==> config.mk <==
export PLATFORM = sky130hd
export DESIGN_NAME = ddr4_cmd_addr_pin_decode
export DESIGN_NICKNAME = d
export VERILOG_FILES = /design/src/hw/cmd_addr_pkg.sv /design/src/hw/ddr4_cmd_addr_pin_decode.sv /design/src/hw/mask_inv_lane.sv
export SDC_FILE = /design/constraint.sdc
export NUM_CORES = 1
export LEC_CHECK = 0
export BUFFER_PORTS_ARGS = -buffer_cell sky130_fd_sc_hd__buf_2
export CORE_AREA = 5 5 104 106
export DETAILED_ROUTE_END_ITERATION = 10
export DIE_AREA = 0 0 109 111
export PLACE_DENSITY = 0.73
export SLEW_MARGIN = 20
export SYNTH_ARGS = -nofsm -noshare
export SYNTH_HDL_FRONTEND = slang
export SYNTH_SLANG_ARGS = --single-unit
==> constraint.sdc <==
create_clock -name clock_in -period 1.49 [get_ports clock_in]
set_input_delay 0.2235 -clock clock_in [delete_from_list [all_inputs] [get_ports clock_in]]
set_output_delay 0.2235 -clock clock_in [all_outputs]
set_load 0.1 [all_outputs]
==> src/hw/cmd_addr_pkg.sv <==
// constants for the command and address pin decoder
package cmd_addr_pkg;
	localparam int ADDR_W = 17;
	localparam int ROW_BIT_14 = 14;
	localparam int ROW_BIT_15 = 15;
	localparam int ROW_BIT_16 = 16;
	localparam int AP_BIT = 10;
	localparam int BC_BIT = 12;
	localparam int COL_W = 10;
	localparam int OPCODE_W = 14;
	localparam int CR1_NOM_TERM_LO = 8;
	localparam int CR1_NOM_TERM_HI = 10;
	localparam int CR1_TSTROBE_BIT = 11;
	localparam int CR5_DM_BIT = 10;
	localparam int CR5_WDBI_BIT = 11;
	localparam int CR5_RDBI_BIT = 12;
	localparam int CR_W = 18;
	localparam int BANKS = 16;
	localparam int ROW_W = 16;
	localparam logic [3:0] CR1_IDX = 4'h1;
	localparam logic [3:0] CR5_IDX = 4'h5;
	typedef enum logic [1:0] {
		PWR_ACTIVE = 2'b00,
		PWR_PRE_PD = 2'b01,
		PWR_SELF_REF = 2'b11,
		PWR_ACT_PD = 2'b10
	} pwr_state_e;
	localparam logic [2:0] CMD_MRS = 3'b000;
	localparam logic [2:0] CMD_REF = 3'b001;
	localparam logic [2:0] CMD_PRE = 3'b010;
	localparam logic [2:0] CMD_WR = 3'b100;
	localparam logic [2:0] CMD_RD = 3'b101;
endpackage

==> src/hw/ddr4_cmd_addr_pin_decode.sv <==
// command and address pin decoder of the memory device
`timescale 1ns/1ns
`default_nettype none
module ddr4_cmd_addr_pin_decode #(
	parameter int DATA_W = 8,
	parameter bit BYTE_WIDE = 1'b1
) (
	input wire logic clock_in,
	input wire logic rst_b_in,
	input wire logic cke_in,
	input wire logic cs_b_in,
	input wire logic act_b_in,
	input wire logic [cmd_addr_pkg::ADDR_W-1:0] addr_in,
	input wire logic [1:0] bg_in,
	input wire logic [1:0] ba_in,
	input wire logic odt_in,
	input wire logic strobe_beat_in,
	input wire logic [DATA_W-1:0] wr_data_in,
	input wire logic dm_dbi_b_in,
	output logic cmd_valid_out,
	output logic [2:0] cmd_rcw_out,
	output logic act_out,
	output logic [15:0] row_addr_out,
	output logic [cmd_addr_pkg::COL_W-1:0] col_addr_out,
	output logic [cmd_addr_pkg::OPCODE_W-1:0] opcode_out,
	output logic [1:0] bg_out,
	output logic [1:0] ba_out,
	output logic [3:0] mr_sel_out,
	output logic auto_precharge_flag_out,
	output logic burst_chop_flag_out,
	output logic precharge_all_out,
	output logic [cmd_addr_pkg::BANKS-1:0] open_rows_out,
	output cmd_addr_pkg::pwr_state_e pwr_state_out,
	output logic clocks_run_out,
	output logic cmd_buf_en_out,
	output logic odt_buf_en_out,
	output logic sr_exit_out,
	output logic nominal_termination_out,
	output logic termination_strobe_out,
	output logic dm_en_out,
	output logic wr_dbi_en_out,
	output logic rd_dbi_en_out,
	output logic wr_beat_valid_out,
	output logic [DATA_W-1:0] wr_beat_data_out,
	output logic [cmd_addr_pkg::CR_W-1:0] config_register_one_out,
	output logic [cmd_addr_pkg::CR_W-1:0] config_register_five_out
);
	import cmd_addr_pkg::*;

	pwr_state_e pwr_ff;
	pwr_state_e nxt_pwr;
	logic cke_ff;
	logic [BANKS-1:0] open_ff;
	logic [CR_W-1:0] cr1_ff;
	logic [CR_W-1:0] cr5_ff;
	logic sel;
	logic is_act;
	logic [2:0] rcw;
	logic [3:0] bank_idx;
	logic odt_ff;
	logic awake;
	logic nonact;
	logic rw_cmd;
	logic pre_cmd;
	logic mrs_cmd;
	logic refresh_req;
	logic [3:0] cr_idx;
	logic beat_live;

	function automatic logic [3:0] bank_index(input logic [1:0] bg, input logic [1:0] ba);
		logic [1:0] g;
		g = bg;
		if (!BYTE_WIDE) begin
			g[1] = 1'b0;
		end
		bank_index = {g, ba};
	endfunction

	// read or write command on the row, column and write pins
	function automatic logic is_rw(input logic [2:0] c);
		is_rw = (c == CMD_WR) || (c == CMD_RD);
	endfunction

	// register index of a mode register set, second group input unused
	function automatic logic [3:0] cr_index(input logic [1:0] bg, input logic [1:0] ba);
		cr_index = {1'b0, bg[0], ba};
	endfunction

	// bank flag addressed by the sampled group and bank inputs
	function automatic logic bank_hit(input logic [3:0] idx, input int unsigned n);
		bank_hit = (idx == 4'(n));
	endfunction

	// command inputs live only while awake and chip select low
	assign awake = (pwr_ff == PWR_ACTIVE);
	assign sel = awake && cke_in && !cs_b_in;
	assign is_act = sel && !act_b_in;
	assign rcw = {addr_in[ROW_BIT_16], addr_in[ROW_BIT_15], addr_in[ROW_BIT_14]};
	assign bank_idx = bank_index(bg_in, ba_in);
	assign nonact = sel && act_b_in;
	assign rw_cmd = nonact && is_rw(rcw);
	assign pre_cmd = nonact && (rcw == CMD_PRE);
	assign mrs_cmd = nonact && (rcw == CMD_MRS);
	assign cr_idx = cr_index(bg_in, ba_in);
	assign refresh_req = !cs_b_in && act_b_in && (rcw == CMD_REF);

	// power state
	always_comb begin
		nxt_pwr = pwr_ff;
		unique case (pwr_ff)
			PWR_ACTIVE: begin
				if (!cke_in) begin
					if (open_ff != '0) begin
						nxt_pwr = PWR_ACT_PD;
					end else if (refresh_req) begin
						nxt_pwr = PWR_SELF_REF;
					end else begin
						nxt_pwr = PWR_PRE_PD;
					end
				end
			end
			PWR_PRE_PD: begin
				if (cke_in) begin
					nxt_pwr = PWR_ACTIVE;
				end
			end
			PWR_ACT_PD: begin
				if (cke_in) begin
					nxt_pwr = PWR_ACTIVE;
				end
			end
			PWR_SELF_REF: begin
				if (cke_in) begin
					nxt_pwr = PWR_ACTIVE;
				end
			end
		endcase
	end

	always_ff @(posedge clock_in) begin
		if (!rst_b_in) begin
			pwr_ff <= PWR_ACTIVE;
		end else begin
			pwr_ff <= nxt_pwr;
		end
	end

	// clock enable of the previous edge
	always_ff @(posedge clock_in) begin
		if (!rst_b_in) begin
			cke_ff <= 1'b0;
		end else begin
			cke_ff <= cke_in;
		end
	end

	// self-refresh exit, seen on a clock edge
	always_ff @(posedge clock_in) begin
		if (!rst_b_in) begin
			sr_exit_out <= 1'b0;
		end else begin
			sr_exit_out <= (pwr_ff == PWR_SELF_REF) && cke_in && !cke_ff;
		end
	end

	// clock and buffer gating
	assign pwr_state_out = pwr_ff;
	assign clocks_run_out = awake;
	assign cmd_buf_en_out = awake;
	assign odt_buf_en_out = (pwr_ff != PWR_SELF_REF);

	// command pulses
	always_ff @(posedge clock_in) begin
		if (!rst_b_in) begin
			cmd_valid_out <= 1'b0;
			act_out <= 1'b0;
			cmd_rcw_out <= '1;
		end else begin
			cmd_valid_out <= sel;
			act_out <= is_act;
			cmd_rcw_out <= nonact ? rcw : '1;
		end
	end

	// row address, held until the next activate
	always_ff @(posedge clock_in) begin
		if (!rst_b_in) begin
			row_addr_out <= '0;
		end else if (is_act) begin
			row_addr_out <= addr_in[ROW_W-1:0];
		end
	end

	// column, opcode and register select, held until the next non-activate
	always_ff @(posedge clock_in) begin
		if (!rst_b_in) begin
			col_addr_out <= '0;
			opcode_out <= '0;
			mr_sel_out <= '0;
		end else if (nonact) begin
			col_addr_out <= addr_in[COL_W-1:0];
			opcode_out <= addr_in[OPCODE_W-1:0];
			mr_sel_out <= cr_idx;
		end
	end

	// target bank inputs, sampled on every clock edge whatever the command
	always_ff @(posedge clock_in) begin
		if (!rst_b_in) begin
			bg_out <= '0;
			ba_out <= '0;
		end else begin
			bg_out <= bank_idx[3:2];
			ba_out <= ba_in;
		end
	end

	// access qualifiers, read and write alike, and the precharge-all flag of a precharge
	always_ff @(posedge clock_in) begin
		if (!rst_b_in) begin
			auto_precharge_flag_out <= 1'b0;
			burst_chop_flag_out <= 1'b0;
			precharge_all_out <= 1'b0;
		end else begin
			auto_precharge_flag_out <= rw_cmd && addr_in[AP_BIT];
			burst_chop_flag_out <= rw_cmd && !addr_in[BC_BIT];
			precharge_all_out <= pre_cmd && addr_in[AP_BIT];
		end
	end

	// open row tracking, one flag per bank
	for (genvar i = 0; i < BANKS; i++) begin : g_bank
		always_ff @(posedge clock_in) begin
			if (!rst_b_in) begin
				open_ff[i] <= 1'b0;
			end else if (is_act && bank_hit(bank_idx, i)) begin
				open_ff[i] <= 1'b1;
			end else if (pre_cmd) begin
				if (addr_in[AP_BIT] || bank_hit(bank_idx, i)) begin
					open_ff[i] <= 1'b0;
				end
			end else if (rw_cmd && addr_in[AP_BIT]) begin
				if (bank_hit(bank_idx, i)) begin
					open_ff[i] <= 1'b0;
				end
			end
		end
	end
	assign open_rows_out = open_ff;

	// configuration registers
	always_ff @(posedge clock_in) begin
		if (!rst_b_in) begin
			cr1_ff <= '0;
		end else if (mrs_cmd && cr_idx == CR1_IDX) begin
			cr1_ff <= CR_W'(addr_in);
		end
	end

	// fifth register
	always_ff @(posedge clock_in) begin
		if (!rst_b_in) begin
			cr5_ff <= '0;
		end else if (mrs_cmd && cr_idx == CR5_IDX) begin
			cr5_ff <= CR_W'(addr_in);
		end
	end

	// stored registers and their fields
	assign config_register_one_out = cr1_ff;
	assign config_register_five_out = cr5_ff;
	assign dm_en_out = cr5_ff[CR5_DM_BIT];
	assign wr_dbi_en_out = cr5_ff[CR5_WDBI_BIT];
	assign rd_dbi_en_out = cr5_ff[CR5_RDBI_BIT];
	assign termination_strobe_out = BYTE_WIDE && cr1_ff[CR1_TSTROBE_BIT];

	// termination enable
	always_ff @(posedge clock_in) begin
		if (!rst_b_in) begin
			odt_ff <= 1'b0;
		end else begin
			odt_ff <= odt_in && (pwr_ff != PWR_SELF_REF);
		end
	end
	assign nominal_termination_out = odt_ff && (cr1_ff[CR1_NOM_TERM_HI:CR1_NOM_TERM_LO] != '0);

	// beats count only while awake
	assign beat_live = strobe_beat_in && awake;

	// write beats, one beat per clock edge while awake and the strobe beat input is high, unless masked
	mask_inv_lane #(
		.DATA_W(DATA_W)
	) u_lane (
		.clock_in(clock_in),
		.rst_b_in(rst_b_in),
		.beat_valid_in(beat_live),
		.beat_data_in(wr_data_in),
		.dm_dbi_b_in(dm_dbi_b_in),
		.mask_en_in(cr5_ff[CR5_DM_BIT]),
		.inv_en_in(cr5_ff[CR5_WDBI_BIT]),
		.beat_valid_out(wr_beat_valid_out),
		.beat_data_out(wr_beat_data_out)
	);
endmodule
`default_nettype wire

==> src/hw/mask_inv_lane.sv <==
// one data lane with mask and inversion handling
`timescale 1ns/1ns
`default_nettype none
module mask_inv_lane #(
	parameter int DATA_W = 8
) (
	input wire logic clock_in,
	input wire logic rst_b_in,
	input wire logic beat_valid_in,
	input wire logic [DATA_W-1:0] beat_data_in,
	input wire logic dm_dbi_b_in,
	input wire logic mask_en_in,
	input wire logic inv_en_in,
	output logic beat_valid_out,
	output logic [DATA_W-1:0] beat_data_out
);
	always_ff @(posedge clock_in) begin
		if (!rst_b_in) begin
			beat_valid_out <= 1'b0;
			beat_data_out <= '0;
		end else begin
			beat_valid_out <= beat_valid_in && !(mask_en_in && !dm_dbi_b_in);
			if (inv_en_in && !dm_dbi_b_in) begin
				beat_data_out <= ~beat_data_in;
			end else begin
				beat_data_out <= beat_data_in;
			end
		end
	end
endmodule
`default_nettype wire

[Yosys cells after proc, flatten, opt, wreduce, memory -nomap -nowiden]
Cells that the tools add are included.
Cells by class
  add/sub/neg operators: 0
  $mul: 0
  divide/modulo/power cells: 0
  order comparisons: 0
  equality and inequality tests: 43
  shift-type cells: 0
  muxes and demuxes: 86
  bitwise logic cells: 1
  reductions and logical operators: 117
Operator list (number)
  $reduce_bool 3->1: 33
  $mux 1: 80
  $ne 3x1->1 const B: 16
  $reduce_and 3->1: 16
  $logic_and 1x1->1: 38
  $eq 4x4->1 const B: 8
  $logic_or 1x1->1: 17
  $eq 4x3->1 const B: 4
  $reduce_bool 16->1: 1
  $eq 3x3->1 const B: 3
  $eq 4x2->1 const B: 2
  $mux 2: 4
  $mux 8: 1
  $not 8->8: 1
  $eq 3x1->1 const B: 2
  $logic_not 1->1: 6
  $eq 2x2->1 const B: 2
  $eq 4x1->1 const B: 1
  $logic_not 4->1: 1
  $ne 2x2->1 const B: 2
  $pmux 2 s2: 1
  $reduce_and 2->1: 2
  $eq 3x2->1 const B: 1
  $logic_not 3->1: 1
  other kinds (4): 4
Storage, ports and cells
  register bits: 119
  latch bits: 0
  memory bits (writable): 0
  ROM bits: 0
  input bits: 37
  word-level logic and storage cells: 283
  memories kept: 0

[Longest topological paths before layout]
Gate-level depths: netlist (run 1).
  word-level depth: 9
  depth in mapped cells: 6
  depth with buffers taken out: 4

[Modules after synthesis]
A second synthesis (run 1) with hierarchy kept.
Unflattened totals
  cells, all modules: 492
  area, all modules: 4361.7 um^2
Modules (own cells, without submodules)
  ddr4_cmd_addr_pin_decode: times used 1, cells each 454, area each 3957.5 um^2, sequential area each 2001.9 um^2
  mask_inv_lane: times used 1, cells each 38, area each 404.1 um^2, sequential area each 180.2 um^2

[Least setup slack after synthesis (run 1)]
Ideal clock, no wire load.
  kind: reg-to-output
  start point: reg pwr_ff[1] (netlist: pwr_state_out[1])
  end point: out cmd_buf_en_out
  arrival: 2.672 ns
  setup slack: -1.406 ns
  cell stages (with the launch flop): 3
  buffers on the path: 1
  path through: dfxtp_1 > nor2_1 > buf_4
Between the ends
  cells in the longest elaborated chain, start to end: 1
Ends and longest elaborated chain
  from (decl): line ddr4_cmd_addr_pin_decode.sv:50  | pwr_state_e pwr_ff;
  from (signal assigned): line ddr4_cmd_addr_pin_decode.sv:144  | pwr_ff <= nxt_pwr;
  $logic_not 2->1: line ddr4_cmd_addr_pin_decode.sv:95  | assign awake = (pwr_ff == PWR_ACTIVE);
  to (decl): line ddr4_cmd_addr_pin_decode.sv:35  | output logic cmd_buf_en_out,
Every way passes these cells.

[Worst setup path in the final report (run 1)]
  start point: reg pwr_ff[0] (netlist: pwr_state_out[0])
  end point: reg open_ff[7] (netlist: open_rows_out[7])
Between the ends
  cells in the longest elaborated chain, start to end: 8
  elaborated cells on any way between the ends: 15
  classes of those cells: eq/ne: 1; mux: 2; reduce/logical: 12
Ends and longest elaborated chain
  $logic_not 2->1 (*): line ddr4_cmd_addr_pin_decode.sv:95
  $logic_and 1x1->1 (*) (2 in a row): line ddr4_cmd_addr_pin_decode.sv:96  | assign sel = awake && cke_in && !cs_b_in;
  $logic_and 1x1->1: line ddr4_cmd_addr_pin_decode.sv:100  | assign nonact = sel && act_b_in;
  $logic_and 1x1->1: line ddr4_cmd_addr_pin_decode.sv:101  | assign rw_cmd = nonact && is_rw(rcw);
  $logic_and 1x1->1: line ddr4_cmd_addr_pin_decode.sv:242  | end else if (rw_cmd && addr_in[AP_BIT]) begin
  $reduce_bool 3->1 (no source line)
  $reduce_and 3->1 (no source line)
  to (signal, indexed assignment): line ddr4_cmd_addr_pin_decode.sv:237  | open_ff[i] <= 1'b1;
  to (signal, indexed assignment): line ddr4_cmd_addr_pin_decode.sv:240  | open_ff[i] <= 1'b0;
  to (signal, indexed assignment): line ddr4_cmd_addr_pin_decode.sv:244  | open_ff[i] <= 1'b0;
  to (decl): line ddr4_cmd_addr_pin_decode.sv:53  | logic [BANKS-1:0] open_ff;
Mark *: on every way between the ends. The rest lies on a longest branch, timed or not.
A chain may end at the register's enable or synchronous reset.

==> results of run 1 <==
==> through the flow <==
step / power [mW] / worst slack, ns / cell area, µm² / hold WS [ns] / instances
CTS: 7.07 / -0.00529 / 5550 / 0.0711 / 766
detailed placement: 5.18 / -0.0553 / 5300 / 0.394 / 749
floorplan: 4.71 / -0.253 / 4360 / 0.299 / 480
global route: 7.37 / -0.199 / 6030 / 0.0828 / 780
finish: 7.10 / -0.0953 / 6030 / 0.0940 / 780
global placement: 5.15 / -0.0159 / 5300 / 0.382 / 749
==> critical path, cell delays in order (launching register included) <==
cell,delay [ns]
dfxtp_4,0.37
nor4b_4,0.31
buf_4,0.17
nand2_4,0.07
o21a_4,0.25
a211o_1,0.31
==> state kept, by name (all words and copies together) (netlist names), 2 cells and up <==
| register | count |
|---|---|
| col_addr_out | 9 |
| u_lane.beat_data_out | 8 |
| open_rows_out | 16 |
| config_register_five_out | 17 |
| ba_out | 2 |
| config_register_one_out | 17 |
| opcode_out | 5 |
| mr_sel_out | 3 |
| pwr_state_out | 2 |
| cmd_rcw_out | 3 |
| row_addr_out | 16 |
| bg_out | 2 |
==> report_power, final <==
| part | internal [mW] | leakage, nW | switching (mW) |
|---|---|---|---|
| clock | 0.806 | 0.103 | 1.06 |
| sequential | 3.04 | 0.896 | 0.0858 |
| combinational | 0.513 | 1.82 | 1.60 |
==> cell usage in the layout, fill, tap and decap left out, types with 14 or more instances in the layout <==
master   Yosys  final
dfxtp_1    109     89
and3_1      20     14
buf_4       18     24
nor2_1      27     21
o21ai_1      0     17
nand2_1     96     86
a211o_1     16     16
nand3_2      0     26
a21oi_1     36     25
dfxtp_2      0     17
buf_2        3    147
==> layer usage <==
metal	routed length (µm)	GRT usage (%)	share of wire, %	up-vias
met1	5030	22.4	40	1902
li1	-	-	-	1932
met2	6450	33.3	51	161
met4	240	5.81	1.9	0
met3	940	4.02	7.4	21
met5	0	0	0	-
==> timing repair <==
item / 4_1_cts / 5_1_grt
setup buffers: 1 / 6
gates resized for setup: 10 / 78
cloned: 0 / 8
hold buffers: 0 / 0
endpoints found under the setup margin: 23 / 80
pin swaps: 1 / 44
==> worst paths after layout <==
| path | to | cells past startpoint | startpoint |
|---|---|---|---|
| worst min-delay path | odt_ff | 2 | odt_in |
| worst max register to register | open_rows_out[7] | 5 | pwr_state_out[0] |
| worst min register to register | sr_exit_out | 1 | cke_ff |
| worst max-delay path | open_rows_out[7] | 5 | pwr_state_out[0] |
==> cell families (layout without fill, tap and decap cells) <==
kind of cell           after synthesis  after routing  synth area share (%)
AND/OR/NAND/NOR                    216            216                  25.1
XOR/XNOR                             8              8                  1.71
flip-flops                         109            109                  53.2
other                                1              3                0.0915
buffers and inverters               56            222                  7.08
AO/OA/AOI/OAI                       88             89                  12.8
==> layout make-up <==
cell class	count	area, µm²
clock inverters	7	80.1
multi-input cells	316	2050
repair buffers	202	1390
inverters	4	15.0
well taps	133	166
flip-flops and latches	109	2210
clock buffers	9	124
fillers	820	3650
==> out/metrics.csv, run 1 <==
metric,value,unit
Yosys top cell area share,53.2,%
global-route wire length before repair,18.3,mm
Final min period,1.59,ns
drt pass-1 iters,5,
overall routed net length,12.7,mm
hpwl dp,8.72,mm
"EDFF count, synth",0,
TritonCTS clock tree,yes,
Area Growth Syn to Fin,47.1,%
sequential share of the synthesized area,53.2,%
Fmax,0.631,GHz
clock sink count,109,
final setup fails,52,
setup TNS,-2.15,ns
initial antenna violation count,0,
YS warnings,0,
vias in the first global route,3738,
Global Route Usage Sum,18.8,%
DRC Markers,0,
gpl congestion,0.869,
Die H,111,µm
share of layout cells above drive strength 1,49.8,%
final hold vios,0,
Commonest cells post-synth,"dfxtp_1 (109), nand2_1 (96), a21oi_1 (36)",
total of max-cap violations,0,
dominant cells by area after synthesis,"dfxtp_1 (53%), nand2_1 (8.8%), a21oi_1 (4.4%)",
Yosys top cell by area,dfxtp_1,
Reg2Reg Setup Slack,-0.1,ns
H-tree Lvls,3,
top_reg_cell synth,dfxtp_1,
Initial Util,42.3,%
status,"complete, but fails checks",
Hold Path Class,primary input to flop,
global route overflow,0,
clk root buf,clkbuf_8,
WP data required,1.75,ns
Final nets,679,
Vias,4016,
clock-pin slew on the worst setup and hold paths,0.11,ns
RSZ-0062 raised after global routing,true,
FP Rows,36,
clock skew,0.0133,ns
Leak,2.82,nW
crit share post-route,106,%
clk_lat worst skew,0.37,ns
failing checks,setup timing,
Avg Inst Size Synth,8.58,µm²
most common cell in the netlist,dfxtp_1,
Num CTS Buffers,9,
Port Buf Inserts,161,
vias per cell,5.15,
wire per inst,16.2,µm
Die W,109,µm
Max VDD drop,703,µV
Yosys reg bits,109,
Post-synth ARST share,0,%
largest net degree at the start of global routing,57,
Setup CP Type,flop to flop,
Antenna Violating Nets Remaining,0,
Synth cell types,37,
Syn Inst Count,478,
Cell Pwr Density,1180,nW/µm²
Longest Clk Path Bufs,2,
Final Core Density,62.3,%
diodes inserted,0,
synthesized area,4100,µm²
setup slack after layout,-0.0953,ns
DIE AREA,12100,µm²
IO Pins,165,
crit path DAT,1.84,ns
Crit. End Element,flop,
CP Launch Type,flop,
CP Max Fanout,8,
initial DRC count,199,
core area,9680,µm²
fin. max-slew vios,0,
(Power assumes the default switching activity.)
==> run 2, diff against run 1 <==
- CORE_AREA: 5 5 104 106 -> 5 5 106 108
- DIE_AREA: 0 0 109 111 -> 0 0 111 113
- PLACE_DENSITY: 0.73 -> 0.74
- SYNTH_HIERARCHICAL: default -> 1
==> run 2 against run 1 <==
Compared with the run above: the flow still finishes with violations (setup timing); clock skew shrank 0.0030 ns; worst hold slack lost 0.0016 ns; first-iteration DRC count is the same; flip-flop and latch count is the same; synthesized area grew 6.4%.
==> out/metrics.csv, run 2 <==
metric,value,unit
Setup CP Type,flop to flop,
Die W,111,µm
slowest CP cell,dfxtp_4,
Leak,2.66,nW
Syn Inst Count,492,
global-route wire length before repair,19.7,mm
crit share post-route,104,%
Final min period,1.56,ns
setup TNS,-0.736,ns
diodes inserted,0,
CP bufs+invs,1,
Global Route Usage Sum,19.3,%
simple logic cell fraction of the synthesized area,24.7,%
CP Launch Type,flop,
wire per inst,15.8,µm
Area Growth Syn to Fin,34.0,%
largest net degree at the start of global routing,48,
"Largest stage delay, worst path",0.37,ns
final hold vios,0,
clock skew,0.0103,ns
share of layout cells above drive strength 1,44.3,%
H-tree Lvls,3,
Worst Tran Pin Value,0.518,ns
Synth Area in Compound Gates,16.9,%
CTS Hold Buffers Added,0,
DIE AREA,12500,µm²
clk_lat worst skew,0.37,ns
status,"complete, but fails checks",
Final nets,682,
Avg Inst Size Synth,8.87,µm²
top_reg_cell synth,dfxtp_1,
crit path DAT,1.81,ns
Fmax,0.643,GHz
total of max-cap violations,0,
Max VDD drop,453,µV
dominant cells by area after synthesis,"dfxtp_1 (50%), nand2_1 (9.4%), a21boi_0 (5.2%)",
"EDFF count, synth",0,
final setup fails,24,
sequential share of the synthesized area,50.0,%
TritonCTS clock tree,yes,
Crit path depth,5,
hpwl dp,9.06,mm
WP data required,1.75,ns
hold_ws,0.0924,ns
global route overflow,0,
initial antenna violation count,0,
Initial Util,43.0,%
Cell Pwr Density,1100,nW/µm²
gr busiest metal,met2,
mux cell area share after synthesis,0,%
CP Max Fanout,13,
Worst Reg-to-Reg Cells,5,
Top Family by Delay on Critical Path,simple AND/OR/NAND/NOR gates,
Num CTS Buffers,9,
Yosys top cell by area,dfxtp_1,
GR Util met2,31.9,%
clk root buf,clkbuf_8,
vias per cell,5.07,
Post-Synth Adder-Cell Area,0,%
DP Worst Slack,-0.0735,ns
drt pass-1 iters,4,
FP Rows,37,
Antenna Violating Nets Remaining,0,
DRC Markers,0,
Vias,3988,
Yosys top cell area share,50.0,%
clock-pin slew on the worst setup and hold paths,0.10,ns
YS warnings,6,
Commonest cells post-synth,"dfxtp_1 (109), nand2_1 (109), o21ai_0 (34)",
Port Buf Inserts,161,
synthesized area,4360,µm²
GR Util met3,4.60,%
Longest Clk Path Bufs,2,
overall routed net length,12.5,mm
Hold Path Class,primary input to flop,
"most common cell after layout, fill and taps aside",buf_2,
CP Cell Sequence,"nor4b_4, buf_12, o211ai_4, and2_4, a211o_1",
Die H,113,µm
vias in the first global route,3832,
Crit. End Element,flop,
clock sink count,109,
IO Pins,165,
Synth cell types,46,
fin. max-slew vios,0,
gpl congestion,0.823,
failing checks,setup timing,
initial DRC count,199,
hold path cells,2,
worst rel slew slack,65.7,%
RSZ-0062 raised after global routing,true,
Yosys reg bits,109,
Post-synth ARST share,0,%
met1 Use GR,24.7,%
main combinational cell family by area after synthesis,simple AND/OR/NAND/NOR gates,
"commonest cells after routing, fill and taps aside","buf_2 (152), nand2_1 (106), dfxtp_1 (81)",
core area,10100,µm²
setup slack after layout,-0.0659,ns
post-synthesis xor/xnor area fraction,0,%
==> run 2: cell types whose count changed after synthesis, moves of 11 or more <==
cell      change
inv_1        +11
nor2_1       -18
nand2_1      +13
a211o_1      -11
a21boi_0     +30
a21oi_1      -34
==> run 2: cell families after synthesis <==
family | count (synthesis)
simple gates | 212
flops | 109
compound gates | 105
buf+inv | 65
other cells | 1
==> run 2: per-layer routing <==
| layer | wire length (µm) | vias up |
|---|---|---|
| met5 | 0 | - |
| met1 | 5580 | 1879 |
| met3 | 671 | 20 |
| met2 | 5920 | 120 |
| li1 | - | 1969 |
| met4 | 277 | 0 |
==> run 2: repair_timing <==
action                                  4_1_cts  5_1_grt
pin swaps                                    13        3
resized for setup                            15       33
gates cloned                                  1        0
endpoints found under the setup margin       61       91
buffers inserted                              1        1
==> run 2: power breakdown <==
group / total, mW / internal (mW) / switching, mW
clock network: 1.80 / 0.787 / 1.01
registers: 3.06 / 3.00 / 0.0527
logic: 1.55 / 0.366 / 1.18
total: 6.40 / 4.16 / 2.25
==> run 2: final cells by class <==
type | instances | area (µm²)
flip-flops and latches | 109 | 2220
clock inverters | 5 | 60.1
repair buffers | 190 | 1160
fillers | 919 | 4290
clock buffers | 11 | 131
well taps | 136 | 170
multi-input cells | 321 | 2050
inverters | 14 | 52.6
==> run 2: path summary, 6_finish.rpt <==
path / endpoint / slack, ns / start
min reg2reg: sr_exit_out / 0.40 / cke_ff
max reg2reg: open_rows_out[15] / -0.07 / pwr_state_out[0]
max: open_rows_out[15] / -0.07 / pwr_state_out[0]
min: odt_ff / 0.09 / odt_in
==> run 2: per-stage QoR <==
step | util, % | cells | total power [mW] | area, µm²
global route | 57.6 | 786 | 6.66 | 5840
global placement | 54.3 | 767 | 4.61 | 5510
floorplan | - | 494 | 4.29 | 4570
CTS | 56.9 | 785 | 6.43 | 5770
detailed placement | 54.3 | 767 | 4.63 | 5510
finish | 57.6 | 786 | 6.40 | 5840
